--- src/common/bcsp_pkg.sv ---
// Shared constants, types and helpers for the branch/condition-select pipe
package bcsp_pkg;
    // ------------------------------------------------------------
    // Widths and sizes
    // ------------------------------------------------------------
    localparam int unsigned DATA_W = 32;
    localparam int unsigned ADR_W = 8;
    localparam int unsigned SEL_W = 4;
    localparam int unsigned CRF_W = 3;   // Condition field number
    localparam int unsigned CRB_W = 5;   // Condition bit number
    localparam int unsigned GPR_W = 3;   // General register number
    localparam int unsigned GPR_N = 8;
    localparam int unsigned CNT_W = 8;   // Event counters
    localparam int unsigned PND_W = 2;   // Pending slot count
    localparam int unsigned OP_W = 4;
    localparam int unsigned FN_W = 3;

    // ------------------------------------------------------------
    // Register word indexes (byte address = index * 4)
    // ------------------------------------------------------------
    localparam logic [5:0] IDX_CMD = 6'h00;
    localparam logic [5:0] IDX_CTRL = 6'h01;
    localparam logic [5:0] IDX_STATUS = 6'h02;
    localparam logic [5:0] IDX_CR = 6'h03;
    localparam logic [5:0] IDX_BRANCH = 6'h04;
    localparam logic [2:0] GPR_WIN = 3'h1; // Index 0x08..0x0f

    // ------------------------------------------------------------
    // Instruction word fields (lsb positions)
    // ------------------------------------------------------------
    localparam int unsigned OP_LSB = 0;
    localparam int unsigned BI_LSB = 4;   // Tested / target bit
    localparam int unsigned CRFD_LSB = 9; // Compare target field
    localparam int unsigned BA_LSB = 12;
    localparam int unsigned BB_LSB = 17;
    localparam int unsigned RT_LSB = 22;  // Also logic function code
    localparam int unsigned RA_LSB = 25;  // first_source_field
    localparam int unsigned RB_LSB = 28;

    // Operation codes
    typedef enum logic [3:0] {
        OP_NOP = 4'h0,
        OP_CMP = 4'h1,
        OP_BC = 4'h2,
        OP_CRLOG = 4'h3,
        OP_SEL = 4'h4,
        OP_ADDC = 4'h5,
        OP_ADDE = 4'h6,
        OP_ADDO = 4'h7,
        OP_SETSO = 4'h8
    } bcsp_op_t;

    // Condition-bit logic functions
    localparam logic [2:0] FN_AND = 3'h0;
    localparam logic [2:0] FN_OR = 3'h1;
    localparam logic [2:0] FN_XOR = 3'h2;
    localparam logic [2:0] FN_NOR = 3'h3;
    localparam logic [2:0] FN_NAND = 3'h4;
    localparam logic [2:0] FN_ANDC = 3'h5;
    localparam logic [2:0] FN_EQV = 3'h6;
    localparam logic [2:0] FN_ORC = 3'h7;

    // Bit position inside one condition field
    localparam logic [1:0] POS_LT = 2'h0;
    localparam logic [1:0] POS_GT = 2'h1;
    localparam logic [1:0] POS_EQ = 2'h2;
    localparam logic [1:0] POS_SO = 2'h3;

    // ------------------------------------------------------------
    // Register layouts and reset values
    // ------------------------------------------------------------
    localparam int unsigned CTRL_RUN = 0;
    localparam logic [31:0] CTRL_RST = 32'h0000_0001;
    localparam int unsigned ST_CARRY = 0;
    localparam int unsigned ST_SO = 1;
    localparam int unsigned ST_PEND = 2;
    localparam int unsigned ST_FLUSH = 8;
    localparam int unsigned BR_SEEN = 0;
    localparam int unsigned BR_TAKEN = 1;
    localparam int unsigned BR_EARLY = 2;
    localparam int unsigned BR_CNT = 8;
    localparam logic [31:0] ZERO_W = 32'h0000_0000;
    localparam logic [2:0] GPR_ZERO = 3'h0;

    // ------------------------------------------------------------
    // Helpers
    // ------------------------------------------------------------
    // One-hot mask of a condition bit
    function automatic logic [31:0] bit_mask(input logic [CRF_W-1:0] f,
                                             input logic [1:0] p);
        bit_mask = 32'h0000_0001 << {f, p};
    endfunction

    // Mask of all four bits of a field
    function automatic logic [31:0] fld_mask(input logic [CRF_W-1:0] f);
        fld_mask = 32'h0000_000f << {f, 2'h0};
    endfunction

    // Condition-bit logic evaluation
    function automatic logic crlog(input logic [2:0] fn, input logic a,
                                   input logic b);
        unique case (fn)
            FN_AND: crlog = a & b;
            FN_OR: crlog = a | b;
            FN_XOR: crlog = a ^ b;
            FN_NOR: crlog = ~(a | b);
            FN_NAND: crlog = ~(a & b);
            FN_ANDC: crlog = a & ~b;
            FN_EQV: crlog = ~(a ^ b);
            FN_ORC: crlog = a | ~b;
        endcase
    endfunction

    // Byte-lane merge for a Wishbone write
    function automatic logic [31:0] lane_merge(input logic [31:0] old_w,
                                               input logic [31:0] new_w,
                                               input logic [3:0] sel);
        for (int i = 0; i < 4; i++) begin
            lane_merge[i*8 +: 8] = sel[i] ? new_w[i*8 +: 8]
                                          : old_w[i*8 +: 8];
        end
    endfunction
endpackage

--- src/common/bcsp_cmp_if.sv ---
// Compare-result path between issue, compare unit and rename stage
`timescale 1ns/1ps
interface bcsp_cmp_if;
    import bcsp_pkg::*;
    // Issue side
    logic issue;
    logic [DATA_W-1:0] a;
    logic [DATA_W-1:0] b;
    logic so_in;
    logic [CRF_W-1:0] field;
    // Early equality result
    logic eq_vld;
    logic eq_val;
    logic [CRF_W-1:0] eq_field;
    // Late ordering and overflow result
    logic rest_vld;
    logic lt_val;
    logic gt_val;
    logic so_val;
    logic [CRF_W-1:0] rest_field;

    modport core (output issue, a, b, so_in, field);
    modport cmp (input issue, a, b, so_in, field,
                 output eq_vld, eq_val, eq_field,
                 output rest_vld, lt_val, gt_val, so_val, rest_field);
    modport ren (input eq_vld, eq_val, eq_field,
                 input rest_vld, lt_val, gt_val, so_val, rest_field);
endinterface

--- src/bcsp_cmp.sv ---
// Two-stage compare unit: equality one stage ahead of the rest
`timescale 1ns/1ps
module bcsp_cmp (
    // Clock and reset
    input wire logic clk_i,
    input wire logic rst_i,
    // Compare path
    bcsp_cmp_if.cmp cif
);
    import bcsp_pkg::*;

    // ------------------------------------------------------------
    // Stage registers
    // ------------------------------------------------------------
    logic s1_vld;               // Result stage 1 holds a compare
    logic s2_vld;               // Result stage 2 holds a compare
    logic s1_eq, s1_lt, s1_gt, s1_so;
    logic s2_lt, s2_gt, s2_so;
    logic [CRF_W-1:0] s1_field;
    logic [CRF_W-1:0] s2_field;

    // Signed comparison of the operands
    wire cmp_lt = $signed(cif.a) < $signed(cif.b);
    wire cmp_gt = $signed(cif.a) > $signed(cif.b);
    wire cmp_eq = cif.a == cif.b;

    // Valid pipe, the only control state
    always_ff @(posedge clk_i) begin
        if (rst_i) begin
            s1_vld <= 1'b0;
            s2_vld <= 1'b0;
        end else begin
            s1_vld <= cif.issue;
            s2_vld <= s1_vld;
        end
    end

    // Data pipe, no reset needed
    always_ff @(posedge clk_i) begin
        s1_eq <= cmp_eq;
        s1_lt <= cmp_lt;
        s1_gt <= cmp_gt;
        s1_so <= cif.so_in;
        s1_field <= cif.field;
        s2_lt <= s1_lt;
        s2_gt <= s1_gt;
        s2_so <= s1_so;
        s2_field <= s1_field;
    end

    // Equality leaves after one stage, the rest after two
    assign cif.eq_vld = s1_vld;
    assign cif.eq_val = s1_eq;
    assign cif.eq_field = s1_field;
    assign cif.rest_vld = s2_vld;
    assign cif.lt_val = s2_lt;
    assign cif.gt_val = s2_gt;
    assign cif.so_val = s2_so;
    assign cif.rest_field = s2_field;
endmodule

--- src/bcsp_core.sv ---
// Top: issue slots, execute stage and Wishbone register file
//
// Decided for this implementation: the register offsets and register access over Wishbone.
`timescale 1ns/1ps
module bcsp_core (
    // Clock and reset
    input wire logic clk_i,
    input wire logic rst_i,
    // Wishbone slave
    input wire logic wb_cyc_i,
    input wire logic wb_stb_i,
    input wire logic wb_we_i,
    input wire logic [bcsp_pkg::ADR_W-1:0] wb_adr_i,
    input wire logic [bcsp_pkg::SEL_W-1:0] wb_sel_i,
    input wire logic [bcsp_pkg::DATA_W-1:0] wb_dat_i,
    output logic [bcsp_pkg::DATA_W-1:0] wb_dat_o,
    output logic wb_ack_o,
    // Pipeline events
    output logic flush_o,
    output logic branch_valid_o,
    output logic branch_taken_o,
    output logic branch_early_o
);
    import bcsp_pkg::*;

    // ------------------------------------------------------------
    // State
    // ------------------------------------------------------------
    logic [DATA_W-1:0] gpr [GPR_N];     // General registers
    logic [DATA_W-1:0] slot_ins [2];    // Slot 0 is oldest
    logic [1:0] slot_vld;
    logic [DATA_W-1:0] ctrl;            // Software control word
    logic summary_overflow_flag;
    logic [CNT_W-1:0] flush_cnt;        // Flush events
    logic [CNT_W-1:0] br_cnt;           // Branches resolved
    logic br_seen, br_taken, br_early;  // Last branch outcome

    // Renamed state from the rename stage
    logic [31:0] condition_field_register;
    logic [31:0] cr_rdy;
    logic carry_flag;

    bcsp_cmp_if cif ();

    // ------------------------------------------------------------
    // Instruction decode
    // ------------------------------------------------------------
    wire [DATA_W-1:0] ins = slot_ins[0];
    wire bcsp_op_t op = bcsp_op_t'(ins[OP_LSB +: OP_W]);
    wire [CRB_W-1:0] bi = ins[BI_LSB +: CRB_W];
    wire [CRB_W-1:0] ba = ins[BA_LSB +: CRB_W];
    wire [CRB_W-1:0] bb = ins[BB_LSB +: CRB_W];
    wire [CRF_W-1:0] crfd = ins[CRFD_LSB +: CRF_W];
    wire [GPR_W-1:0] rt = ins[RT_LSB +: GPR_W];
    wire [GPR_W-1:0] first_source_field = ins[RA_LSB +: GPR_W];
    wire [GPR_W-1:0] rb = ins[RB_LSB +: GPR_W];
    wire [FN_W-1:0] fn = ins[RT_LSB +: FN_W];
    wire [DATA_W-1:0] ra_val = gpr[first_source_field];
    wire [DATA_W-1:0] rb_val = gpr[rb];

    // ------------------------------------------------------------
    // Stall and go
    // ------------------------------------------------------------
    // A compare must not reuse a field still waiting on results,
    // otherwise late bits of the older compare would mark it ready
    wire fld_free = &(cr_rdy | ~fld_mask(crfd));
    // Tested bit ready: equality arrives a cycle before the rest
    wire bi_rdy = cr_rdy[bi];
    wire log_rdy = cr_rdy[ba] & cr_rdy[bb] & cr_rdy[bi];
    wire stall = (op == OP_CMP) ? ~fld_free :
                 (op == OP_BC) ? ~bi_rdy :
                 (op == OP_SEL) ? ~bi_rdy :
                 (op == OP_CRLOG) ? ~log_rdy : 1'b0;
    wire run = ctrl[CTRL_RUN];
    wire go = run & slot_vld[0] & ~stall;
    wire is_cmp = go & (op == OP_CMP);
    wire is_bc = go & (op == OP_BC);
    wire is_log = go & (op == OP_CRLOG);
    wire is_sel = go & (op == OP_SEL);
    wire is_add = go & ((op == OP_ADDC) | (op == OP_ADDE)
                        | (op == OP_ADDO));

    // ------------------------------------------------------------
    // Execute datapath
    // ------------------------------------------------------------
    // Carry-in comes from the renamed carry, never a retire wait
    wire cin = (op == OP_ADDE) ? carry_flag : 1'b0;
    wire [DATA_W:0] sum = {1'b0, ra_val} + {1'b0, rb_val}
                          + {{DATA_W{1'b0}}, cin};
    wire ovf = (ra_val[DATA_W-1] == rb_val[DATA_W-1])
               & (sum[DATA_W-1] != ra_val[DATA_W-1]);
    wire next_so = (op == OP_ADDO) ? (summary_overflow_flag | ovf) :
                   (op == OP_SETSO) ? ins[BI_LSB] : summary_overflow_flag;
    wire so_write = go & ((op == OP_ADDO) | (op == OP_SETSO));
    wire so_change = so_write & (next_so != summary_overflow_flag);
    // Zero register in the first operand of a select reads as constant zero
    wire [DATA_W-1:0] sel_a = (first_source_field == GPR_ZERO) ? ZERO_W
                              : ra_val;
    // Pick an operand by one condition bit, no branch
    wire [DATA_W-1:0] sel_val = condition_field_register[bi] ? sel_a
                                : rb_val;
    wire log_val = crlog(fn, condition_field_register[ba],
                         condition_field_register[bb]);
    wire gpr_we = is_sel | is_add;
    wire [DATA_W-1:0] gpr_wd = is_sel ? sel_val : sum[DATA_W-1:0];

    // Compare issue
    assign cif.issue = is_cmp;
    assign cif.a = ra_val;
    assign cif.b = rb_val;
    assign cif.so_in = summary_overflow_flag;
    assign cif.field = crfd;

    // ------------------------------------------------------------
    // Wishbone decode
    // ------------------------------------------------------------
    wire wb_req = wb_cyc_i & wb_stb_i & ~wb_ack_o;
    wire [5:0] idx = wb_adr_i[ADR_W-1:2];
    wire hit_cmd = idx == IDX_CMD;
    wire hit_ctrl = idx == IDX_CTRL;
    wire hit_stat = idx == IDX_STATUS;
    wire hit_cr = idx == IDX_CR;
    wire hit_br = idx == IDX_BRANCH;
    wire hit_gpr = idx[5:3] == GPR_WIN;
    wire [GPR_W-1:0] gidx = idx[GPR_W-1:0];
    // A command waits for a free slot and never lands during a flush
    wire slot_free = ~slot_vld[1] | go;
    wire push = wb_req & wb_we_i & hit_cmd & slot_free & ~so_change;
    wire wr_ok = wb_req & wb_we_i & ~hit_cmd;
    wire next_ack = wb_req & (~(wb_we_i & hit_cmd) | push);
    wire [PND_W-1:0] pend = {1'b0, slot_vld[0]} + {1'b0, slot_vld[1]};
    wire [31:0] stat_w = {16'h0000, flush_cnt, 4'h0, pend,
                          summary_overflow_flag, carry_flag};
    wire [31:0] br_w = {16'h0000, br_cnt, 5'h00, br_early, br_taken,
                        br_seen};
    wire [31:0] next_dat = hit_ctrl ? ctrl :
                           hit_stat ? stat_w :
                           hit_cr ? condition_field_register :
                           hit_br ? br_w :
                           hit_gpr ? gpr[gidx] : ZERO_W;

    // ------------------------------------------------------------
    // Issue slots
    // ------------------------------------------------------------
    logic [1:0] next_vld;
    logic [DATA_W-1:0] next_ins0;
    logic [DATA_W-1:0] next_ins1;

    // Shift on execute; an overflow change drops the younger slot
    always_comb begin
        next_vld = slot_vld;
        next_ins0 = slot_ins[0];
        next_ins1 = slot_ins[1];
        if (go) begin
            next_vld[0] = slot_vld[1] & ~so_change;
            next_ins0 = slot_ins[1];
            next_vld[1] = 1'b0;
        end
        if (push) begin
            if (!next_vld[0]) begin
                next_vld[0] = 1'b1;
                next_ins0 = wb_dat_i;
            end else begin
                next_vld[1] = 1'b1;
                next_ins1 = wb_dat_i;
            end
        end
    end

    // Slot registers
    always_ff @(posedge clk_i) begin
        if (rst_i) begin
            slot_vld <= 2'b00;
        end else begin
            slot_vld <= next_vld;
        end
        slot_ins[0] <= next_ins0;
        slot_ins[1] <= next_ins1;
    end

    // ------------------------------------------------------------
    // Architected flags and counters
    // ------------------------------------------------------------
    always_ff @(posedge clk_i) begin
        if (rst_i) begin
            summary_overflow_flag <= 1'b0;
            flush_cnt <= '0;
            flush_o <= 1'b0;
        end else begin
            if (so_write) begin
                summary_overflow_flag <= next_so;
            end
            // Restart after the changing instruction
            flush_o <= so_change;
            if (so_change) begin
                flush_cnt <= flush_cnt + 8'h01;
            end
        end
    end

    // ------------------------------------------------------------
    // Branch resolution
    // ------------------------------------------------------------
    // Outcome only: targets come from the instruction stream and no
    // return-address stack exists to predict returns
    always_ff @(posedge clk_i) begin
        if (rst_i) begin
            branch_valid_o <= 1'b0;
            branch_taken_o <= 1'b0;
            branch_early_o <= 1'b0;
            br_seen <= 1'b0;
            br_taken <= 1'b0;
            br_early <= 1'b0;
            br_cnt <= '0;
        end else begin
            branch_valid_o <= is_bc;
            if (is_bc) begin
                // Early flag marks the equality path
                branch_taken_o <= condition_field_register[bi];
                branch_early_o <= bi[1:0] == POS_EQ;
                br_seen <= 1'b1;
                br_taken <= condition_field_register[bi];
                br_early <= bi[1:0] == POS_EQ;
                br_cnt <= br_cnt + 8'h01;
            end
        end
    end

    // ------------------------------------------------------------
    // Register file and bus answer
    // ------------------------------------------------------------
    // Execute writes win over a software write to the same register
    always_ff @(posedge clk_i) begin
        if (wr_ok & hit_gpr) begin
            gpr[gidx] <= lane_merge(gpr[gidx], wb_dat_i, wb_sel_i);
        end
        if (gpr_we) begin
            gpr[rt] <= gpr_wd;
        end
    end

    // Control word and registered bus answer
    always_ff @(posedge clk_i) begin
        if (rst_i) begin
            ctrl <= CTRL_RST;
            wb_ack_o <= 1'b0;
            wb_dat_o <= ZERO_W;
        end else begin
            if (wr_ok & hit_ctrl) begin
                ctrl <= lane_merge(ctrl, wb_dat_i, wb_sel_i);
            end
            wb_ack_o <= next_ack;
            wb_dat_o <= next_dat;
        end
    end

    // ------------------------------------------------------------
    // Sub-units
    // ------------------------------------------------------------
    bcsp_cmp u_cmp (
        .clk_i(clk_i),
        .rst_i(rst_i),
        .cif(cif.cmp)
    );

    // Condition fields and carry live in rename entries
    bcsp_ren u_ren (
        .clk_i(clk_i),
        .rst_i(rst_i),
        .cif(cif.ren),
        .issue_i(is_cmp),
        .issue_field_i(crfd),
        .bit_we_i(is_log),
        .bit_idx_i(bi),
        .bit_val_i(log_val),
        .carry_we_i(is_add),
        .carry_val_i(sum[DATA_W]),
        .cr_o(condition_field_register),
        .ready_o(cr_rdy),
        .carry_o(carry_flag)
    );
endmodule

--- src/bcsp_ren.sv ---
// Renamed condition fields and carry flag with ready scoreboard
`timescale 1ns/1ps
module bcsp_ren (
    // Clock and reset
    input wire logic clk_i,
    input wire logic rst_i,
    // Compare results
    bcsp_cmp_if.ren cif,
    // Compare issue marks a field busy
    input wire logic issue_i,
    input wire logic [bcsp_pkg::CRF_W-1:0] issue_field_i,
    // Single condition-bit write
    input wire logic bit_we_i,
    input wire logic [bcsp_pkg::CRB_W-1:0] bit_idx_i,
    input wire logic bit_val_i,
    // Carry write
    input wire logic carry_we_i,
    input wire logic carry_val_i,
    // Renamed state, condition bits and ready with bypass, carry without
    output logic [31:0] cr_o,
    output logic [31:0] ready_o,
    output logic carry_o
);
    import bcsp_pkg::*;

    // ------------------------------------------------------------
    // Rename entries
    // ------------------------------------------------------------
    logic [31:0] cr;            // Speculative condition fields
    logic [31:0] rdy;           // Per-bit ready
    logic carry;                // Renamed carry_flag

    // Masks of arriving results and of a freshly issued compare
    wire [31:0] eq_m = bit_mask(cif.eq_field, POS_EQ);
    wire [31:0] rest_m = fld_mask(cif.rest_field) & ~bit_mask(cif.rest_field,
                                                              POS_EQ);
    wire [31:0] eq_on = cif.eq_vld ? eq_m : ZERO_W;
    wire [31:0] rest_on = cif.rest_vld ? rest_m : ZERO_W;
    wire [31:0] iss_m = issue_i ? fld_mask(issue_field_i) : ZERO_W;
    wire [31:0] wr_m = bit_we_i ? bit_mask(bit_idx_i[CRB_W-1:2],
                                           bit_idx_i[1:0]) : ZERO_W;
    wire [31:0] rest_v = {8{cif.so_val, 1'b0, cif.gt_val, cif.lt_val}};
    wire [31:0] eq_v = {8{1'b0, cif.eq_val, 2'b00}};  // Eq sits at bit 2

    // Bypass arriving compare bits so consumers go the same cycle
    wire [31:0] byp_cr = (cr & ~eq_on & ~rest_on) | (eq_v & eq_on)
                         | (rest_v & rest_on);
    wire [31:0] byp_rdy = rdy | eq_on | rest_on;

    // Only the addressed bit changes on a logic write
    wire [31:0] next_cr = (byp_cr & ~wr_m) | ({32{bit_val_i}} & wr_m);
    wire [31:0] next_rdy = (byp_rdy | wr_m) & ~iss_m;

    assign cr_o = byp_cr;
    assign ready_o = byp_rdy;
    assign carry_o = carry;     // Read straight from the entry

    // Rename state update, every field independent
    always_ff @(posedge clk_i) begin
        if (rst_i) begin
            cr <= ZERO_W;
            rdy <= ~ZERO_W;
            carry <= 1'b0;
        end else begin
            cr <= next_cr;
            rdy <= next_rdy;
            if (carry_we_i) begin
                carry <= carry_val_i;   // Visible next cycle
            end
        end
    end
endmodule

--- config.mk ---
export PLATFORM = sky130hd
export DESIGN_NAME = bcsp_core
export DESIGN_NICKNAME = d
export VERILOG_FILES = /design/src/common/bcsp_pkg.sv /design/src/common/bcsp_cmp_if.sv /design/src/bcsp_cmp.sv /design/src/bcsp_core.sv /design/src/bcsp_ren.sv
export SDC_FILE = /design/constraint.sdc
export NUM_CORES = 1
export LEC_CHECK = 0
export BUFFER_PORTS_ARGS = -buffer_cell sky130_fd_sc_hd__buf_2
export CORE_MARGIN = 4
export CORE_UTILIZATION = 45
export DETAILED_ROUTE_END_ITERATION = 16
export PLACE_DENSITY = 0.7
export SYNTH_ARGS = -nofsm -noshare
export SYNTH_HDL_FRONTEND = slang
export SYNTH_SLANG_ARGS = --single-unit
--- constraint.sdc ---
create_clock -name clk_i -period 8.91 [get_ports clk_i]
set_input_delay 0.891 -clock clk_i [delete_from_list [all_inputs] [get_ports clk_i]]
set_output_delay 0.891 -clock clk_i [all_outputs]
set_load 0.01 [all_outputs]
==> results of run 1 <==
## worst min-delay path by stage
stage | start | endpoint | slack (ps) | depth (start not counted)
final | u_cmp.s1_gt | u_cmp.cif.gt_val | 330 | 0
after detailed placement | u_cmp.s1_gt | u_cmp.cif.gt_val | 310 | 0
after floorplan | u_cmp.s1_gt | u_cmp.cif.gt_val | 310 | 0
after CTS | u_cmp.s1_gt | u_cmp.cif.gt_val | 330 | 0
after global routing | u_cmp.s1_gt | u_cmp.cif.gt_val | 330 | 0
after global placement | u_cmp.s1_so | u_cmp.cif.so_val | 310 | 0
## cells in the final DEF (no fill, tap or decap), drive strengths merged, types with 34 or more instances in the layout
master  instances
dfxtp         200
nand3          89
nor2          167
ha             70
nor3           36
xnor2          34
clkbuf         70
buf           139
a21oi         102
inv            91
nand2         186
mux4          218
mux2i         296
o21ai         219
edfxtp        287
mux2          151
## layout make-up
class | count | area (sq um)
Clock buffer | 70 | 1470
Multi-Input combinational cell | 1966 | 17700
Inverter | 88 | 330
Timing Repair Buffer | 139 | 856
Clock inverter | 28 | 345
Fill cell | 6001 | 34300
Sequential cell | 487 | 12600
Tap cell | 931 | 1160
## cell families after synthesis
family                   after synthesis  synth area share [%]
multiplexers                         665                  30.9
adder cells (fa/ha/maj)               72                  2.92
buffers and inverters                306                  3.85
AO/OA/AOI/OAI                        527                  10.6
AND/OR/NAND/NOR                      665                  10.5
XOR/XNOR                              37                  1.03
flip-flops                           487                  40.2
## worst max-delay path, cell delays in order, from the launching register on
cell,delay (ps)
dfxtp_4,880
buf_4,480
mux4_2,540
mux2i_1,310
inv_1,140
ha_1,350
nor3_2,80
o311ai_4,300
o211ai_2,220
a2111oi_4,460
nor2_2,120
a211oi_4,400
mux2i_1,240
o211a_4,360
nor3_2,660
buf_4,530
## flip-flops by register name, indices dropped and copies added (netlist names), 2 cells and up
register              count
slot_vld                  2
gpr                     256
br_cnt                    8
u_ren.cr                 32
flush_cnt                 8
u_cmp.cif.rest_field      3
u_cmp.cif.eq_field        3
u_ren.rdy                32
slot_ins                 62
wb_dat_o                 32
ctrl                     32
## stage by stage
step,cells,worst slack (ps),hold slack (ps)
after global routing,3709,2100,332
after global placement,3611,2520,311
final,3709,2390,329
after CTS,3709,2440,329
after detailed placement,3611,2480,315
after floorplan,2759,1860,310
## synth_stat cells, types with 27 or more instances
library cell | n | area [sq um]
nand2_1 | 186 | 698
mux2_4 | 30 | 450
edfxtp_1 | 287 | 8620
o31ai_1 | 27 | 203
buf_1 | 36 | 135
nand3_1 | 89 | 445
a221oi_1 | 29 | 254
ha_1 | 70 | 876
mux2i_1 | 296 | 2960
nor3_1 | 34 | 170
dfxtp_1 | 200 | 4000
xnor2_1 | 34 | 298
o21ai_0 | 193 | 966
nor2_1 | 166 | 623
inv_1 | 86 | 323
nor2b_1 | 32 | 200
mux4_2 | 218 | 4910
mux2_2 | 120 | 1350
a21oi_1 | 101 | 505
clkbuf_1 | 156 | 586
## metal layers
| layer | track usage, % | vias to the layer above | wire (um) |
|---|---|---|---|
| met4 | 12.8 | 0 | 5830 |
| met3 | 5.37 | 324 | 10800 |
| met1 | 36.3 | 12322 | 40000 |
| met5 | 0 | - | 0 |
| met2 | 44.2 | 1536 | 48800 |
| li1 | - | 10588 | - |
## report_power, final
part | internal [mW] | switching (mW) | total [mW]
Sequential | 2.42 | 0.0813 | 2.50
Clock | 1.35 | 0.984 | 2.33
Combinational | 0.505 | 0.828 | 1.33
Total | 4.27 | 1.89 | 6.16
==> results.cfg, run 1 <==
[outcome]
status = completed

[grt]
grt_max_degree = 69
grt_overflow_total = 0
antenna_found_initial = 0
grt_pass1_wl_mm = 155
grtUsageTotal_pct = 27.6
grt_pass1_vias = 24018

[final_layout]
drive_gt1_share_pct = 23.3
finish.utilization_pct = 50.1
final_area_sq_um = 34500
areaGrowthSynthToFinish_pct = 9.90
fin_nets = 2855
num_antenna_cells = 0

[synthesis]
syn_area_per_cell_sq_um = 11.4
synth_nets = 2880
ys_seq_area_share_pct = 40.2
synth_cell_type_count = 94
synth_ff_type = edfxtp_1
yosysWarnings = 0
synth_edf_count = 287
synthArstFlopShare_pct = 0
ys_ff_latch = 487
syn_inst = 2759
syn_area_sq_um = 31400

[clock_network]
htree_levels = 2
cts_buffer_depth = 3
clock_sinks = 487
postCtsSetupRepairBufs = 0
clk_latency_ps = 650
cts_hold_buf = 0
cts_tree = done
cts_resized = 0
cts_inserted_buffers = 52
clockRootBuffer = clkbuf_16
clk_pin_slew_ps = 60

[placed_design]
place_area_sq_um = 32700
dp.final_hpwl_mm = 70.5
gp_congestion = 0.969
io_buffers = 83

[setup_path]
path_class = flip-flop to flip-flop
cp.required_ps = 9180
r2r_cells = 15
worstSetupStartpoint = slot_ins[0][25]
crit_path_end_kind = flip-flop
cp-start-kind = flip-flop
regToRegEndpoint = slot_ins[0][39]
crit_arrival_ps = 6780
reg2reg_from = slot_ins[0][25]
ff2ff_setup_slack_ps = 2390
cp-endpoint = slot_ins[0][39]
cp_max_fo = 34

[flow_run]
cap_violations = 0

[sta]
max_freq_mhz = 153
finalClockSkew_ps = 32.9
slew_headroom_pct = 12.0
setup_viol = 0
final_max_slew_viol_count = 0
tightest_slew_ps = 1310
finalHoldViolCount = 0
fin_crit_ps = 6520
rsz0062_at_grt = false
tns_ps = 0
fin_crit_sh_pct = 73.1

[routing]
dr.pass1.iters = 5
drt_iter0_markers = 3349
wl_per_cell_um = 28.4
drc = 0
vias = 24770
vias_per_cell = 6.68
drt-total-wl_mm = 105
ant_nets = 0

[die]
die_width_um = 272
dieArea_sq_um = 74000
fp.dieH_um = 272
io_pins = 86
design.core.area_sq_um = 68800
start_util_pct = 45.6
rows = 96

[power_and_ir_drop]
p_leak_nw = 13.2
power.density_nw_per_um2 = 179
total_power_mw = 6.16
vdd_drop_max_v = 0.000195

[worst_hold_path]
holdCritPathClass = flip-flop to flip-flop
Note: power is estimated with default switching activity, not from simulation.
==> run 2: changes to the inputs <==
PLACE_DENSITY = 0.72   (was 0.7)
clock period = 5.4 ns   (was 8.91 ns; I/O delays follow)
==> run 2 against run 1 <==
Clock skew decreased by 8.3 ps. Non-clock buffer count increased by 112. Die area unchanged. Design area increased by 3.1%. Combinational power increased by 85%. Critical path type unchanged.
==> results.cfg, run 2 (synthesis gave the netlist of run 1 again) <==
[grt]
grt_max_degree = 66
grt_pass1_wl_mm = 158
grt_overflow_total = 0
antenna_found_initial = 2
grt_pass1_vias = 25329
grtUsageTotal_pct = 28.0

[setup_path]
regToRegEndpoint = slot_ins[0][28]
crit_arrival_ps = 5740
worstSetupStartpoint = slot_ins[0][29]
cp.required_ps = 5900
cp-start-kind = flip-flop
cp_max_fo = 19
ff2ff_setup_slack_ps = 160
path_class = flip-flop to flip-flop
cp-endpoint = slot_ins[0][28]
reg2reg_from = slot_ins[0][29]
r2r_cells = 15
crit_path_end_kind = flip-flop

[sta]
max_freq_mhz = 191
finalHoldViolCount = 0
slew_headroom_pct = 21.9
fin_crit_ps = 5240
finalClockSkew_ps = 24.6
tightest_slew_ps = 1160
final_max_slew_viol_count = 0
fin_crit_sh_pct = 97.0
holdWs_ps = 153
tns_ps = 0
setup_slack_ps = 163
rsz0062_at_grt = false
setup_viol = 0

[final_layout]
areaGrowthSynthToFinish_pct = 13.3
fin_nets = 2969
mostFrequentLayoutCells = mux2i_1, edfxtp_1, mux4_2, dfxtp_1, o21ai_0
fill_cells = 5814
num_antenna_cells = 0
fin_cells = 3823
largest_register_ffs = 256
reg_top3 = gpr x256, slot_ins x62
top_register = gpr
drive_gt1_share_pct = 26.4
final_common_cell = mux2i_1

[die]
io_pins = 86
dieArea_sq_um = 74000
start_util_pct = 45.6
fp.dieH_um = 272
rows = 96
die_width_um = 272
design.core.area_sq_um = 68800

[clock_network]
cts_tree = done
cts_buffer_depth = 3
cts_inserted_buffers = 54
htree_levels = 2
cts_resized = 0
clk_latency_ps = 640
clk_pin_slew_ps = 60
clockRootBuffer = clkbuf_16
clock_sinks = 487

[routing]
drt-total-wl_mm = 107
ant_nets = 0
vias = 25351
drc = 0
vias_per_cell = 6.63
dr.pass1.iters = 6
wl_per_cell_um = 27.9
drt_iter0_markers = 3490

[power_and_ir_drop]
total_power_mw = 10.2
p_leak_nw = 13.8
vdd_drop_max_v = 0.000236
power.density_nw_per_um2 = 288

[flow_run]
cap_violations = 0

[placed_design]
place_inst = 3712
pre_cts_slack_ps = 201
gp_congestion = 0.965
io_buffers = 83
dp.final_hpwl_mm = 73.2

[worst_hold_path]
holdCritPathClass = input pin to flip-flop

[outcome]
status = completed
[run 2: what timing repair did]
item,CTS,global route
endpoints found under the hold margin,0,0
setup buffers,0,11
setup endpoints to repair,0,31
hold buffers,0,0
[run 2: worst min-delay path by stage]
| stage | slack [ps] | to | startpoint | cells past startpoint |
|---|---|---|---|---|
| 2_1_floorplan | 310 | u_cmp.cif.gt_val | u_cmp.s1_gt | 0 |
| 3_3_place_gp | 310 | u_cmp.cif.gt_val | u_cmp.s1_gt | 0 |
| 3_5_place_dp | 310 | u_cmp.cif.gt_val | u_cmp.s1_gt | 0 |
| 4_1_cts | 140 | wb_ack_o | wb_we_i | 2 |
| 5_1_grt | 150 | slot_ins[0][53] | wb_dat_i[21] | 1 |
| 6_report | 150 | wb_ack_o | wb_we_i | 2 |
[run 2: power breakdown]
part	total (mW)	switching, mW	internal [mW]
Sequential	4.13	0.131	3.99
Combinational	2.46	1.45	1.01
Clock	3.66	1.61	2.06
[run 2: per-layer routing]
metal  track usage, %  vias up  wire length, um
li1                 -    10808                -
met1             36.6    12487            39600
met2             44.2     1725            48600
met3             6.49      329            12800
met4             13.3        2             5470
met5                0        -               15
[run 2: worst max-delay path, cell delays in order, from the launching register on]
cell,delay [ps]
dfxtp_2,790
buf_4,370
mux4_2,330
mux2i_1,310
ha_1,280
nor2b_1,70
o21ai_1,190
a21oi_1,90
o311ai_0,440
o311ai_1,260
a211oi_4,370
mux2i_1,220
o211a_4,270
or4_4,540
buf_12,190
mux2_4,320
[run 2: cell type report]
type,instances,area [sq um],area share (%)
Timing Repair Buffer,251,1990,5.60
Multi-Input combinational cell,1966,17700,49.8
Tap cell,931,1160,3.28
Clock inverter,32,277,0.778
Inverter,88,330,0.929
Clock buffer,68,1450,4.09
Sequential cell,487,12600,35.5
[run 2: per-stage QoR]
step / area (sq um) / util (%)
floorplan: 31400 / -
global placement: 33700 / 49.0
detailed placement: 33700 / 49.0
CTS: 35400 / 51.5
global route: 35500 / 51.6
finish: 35500 / 51.6
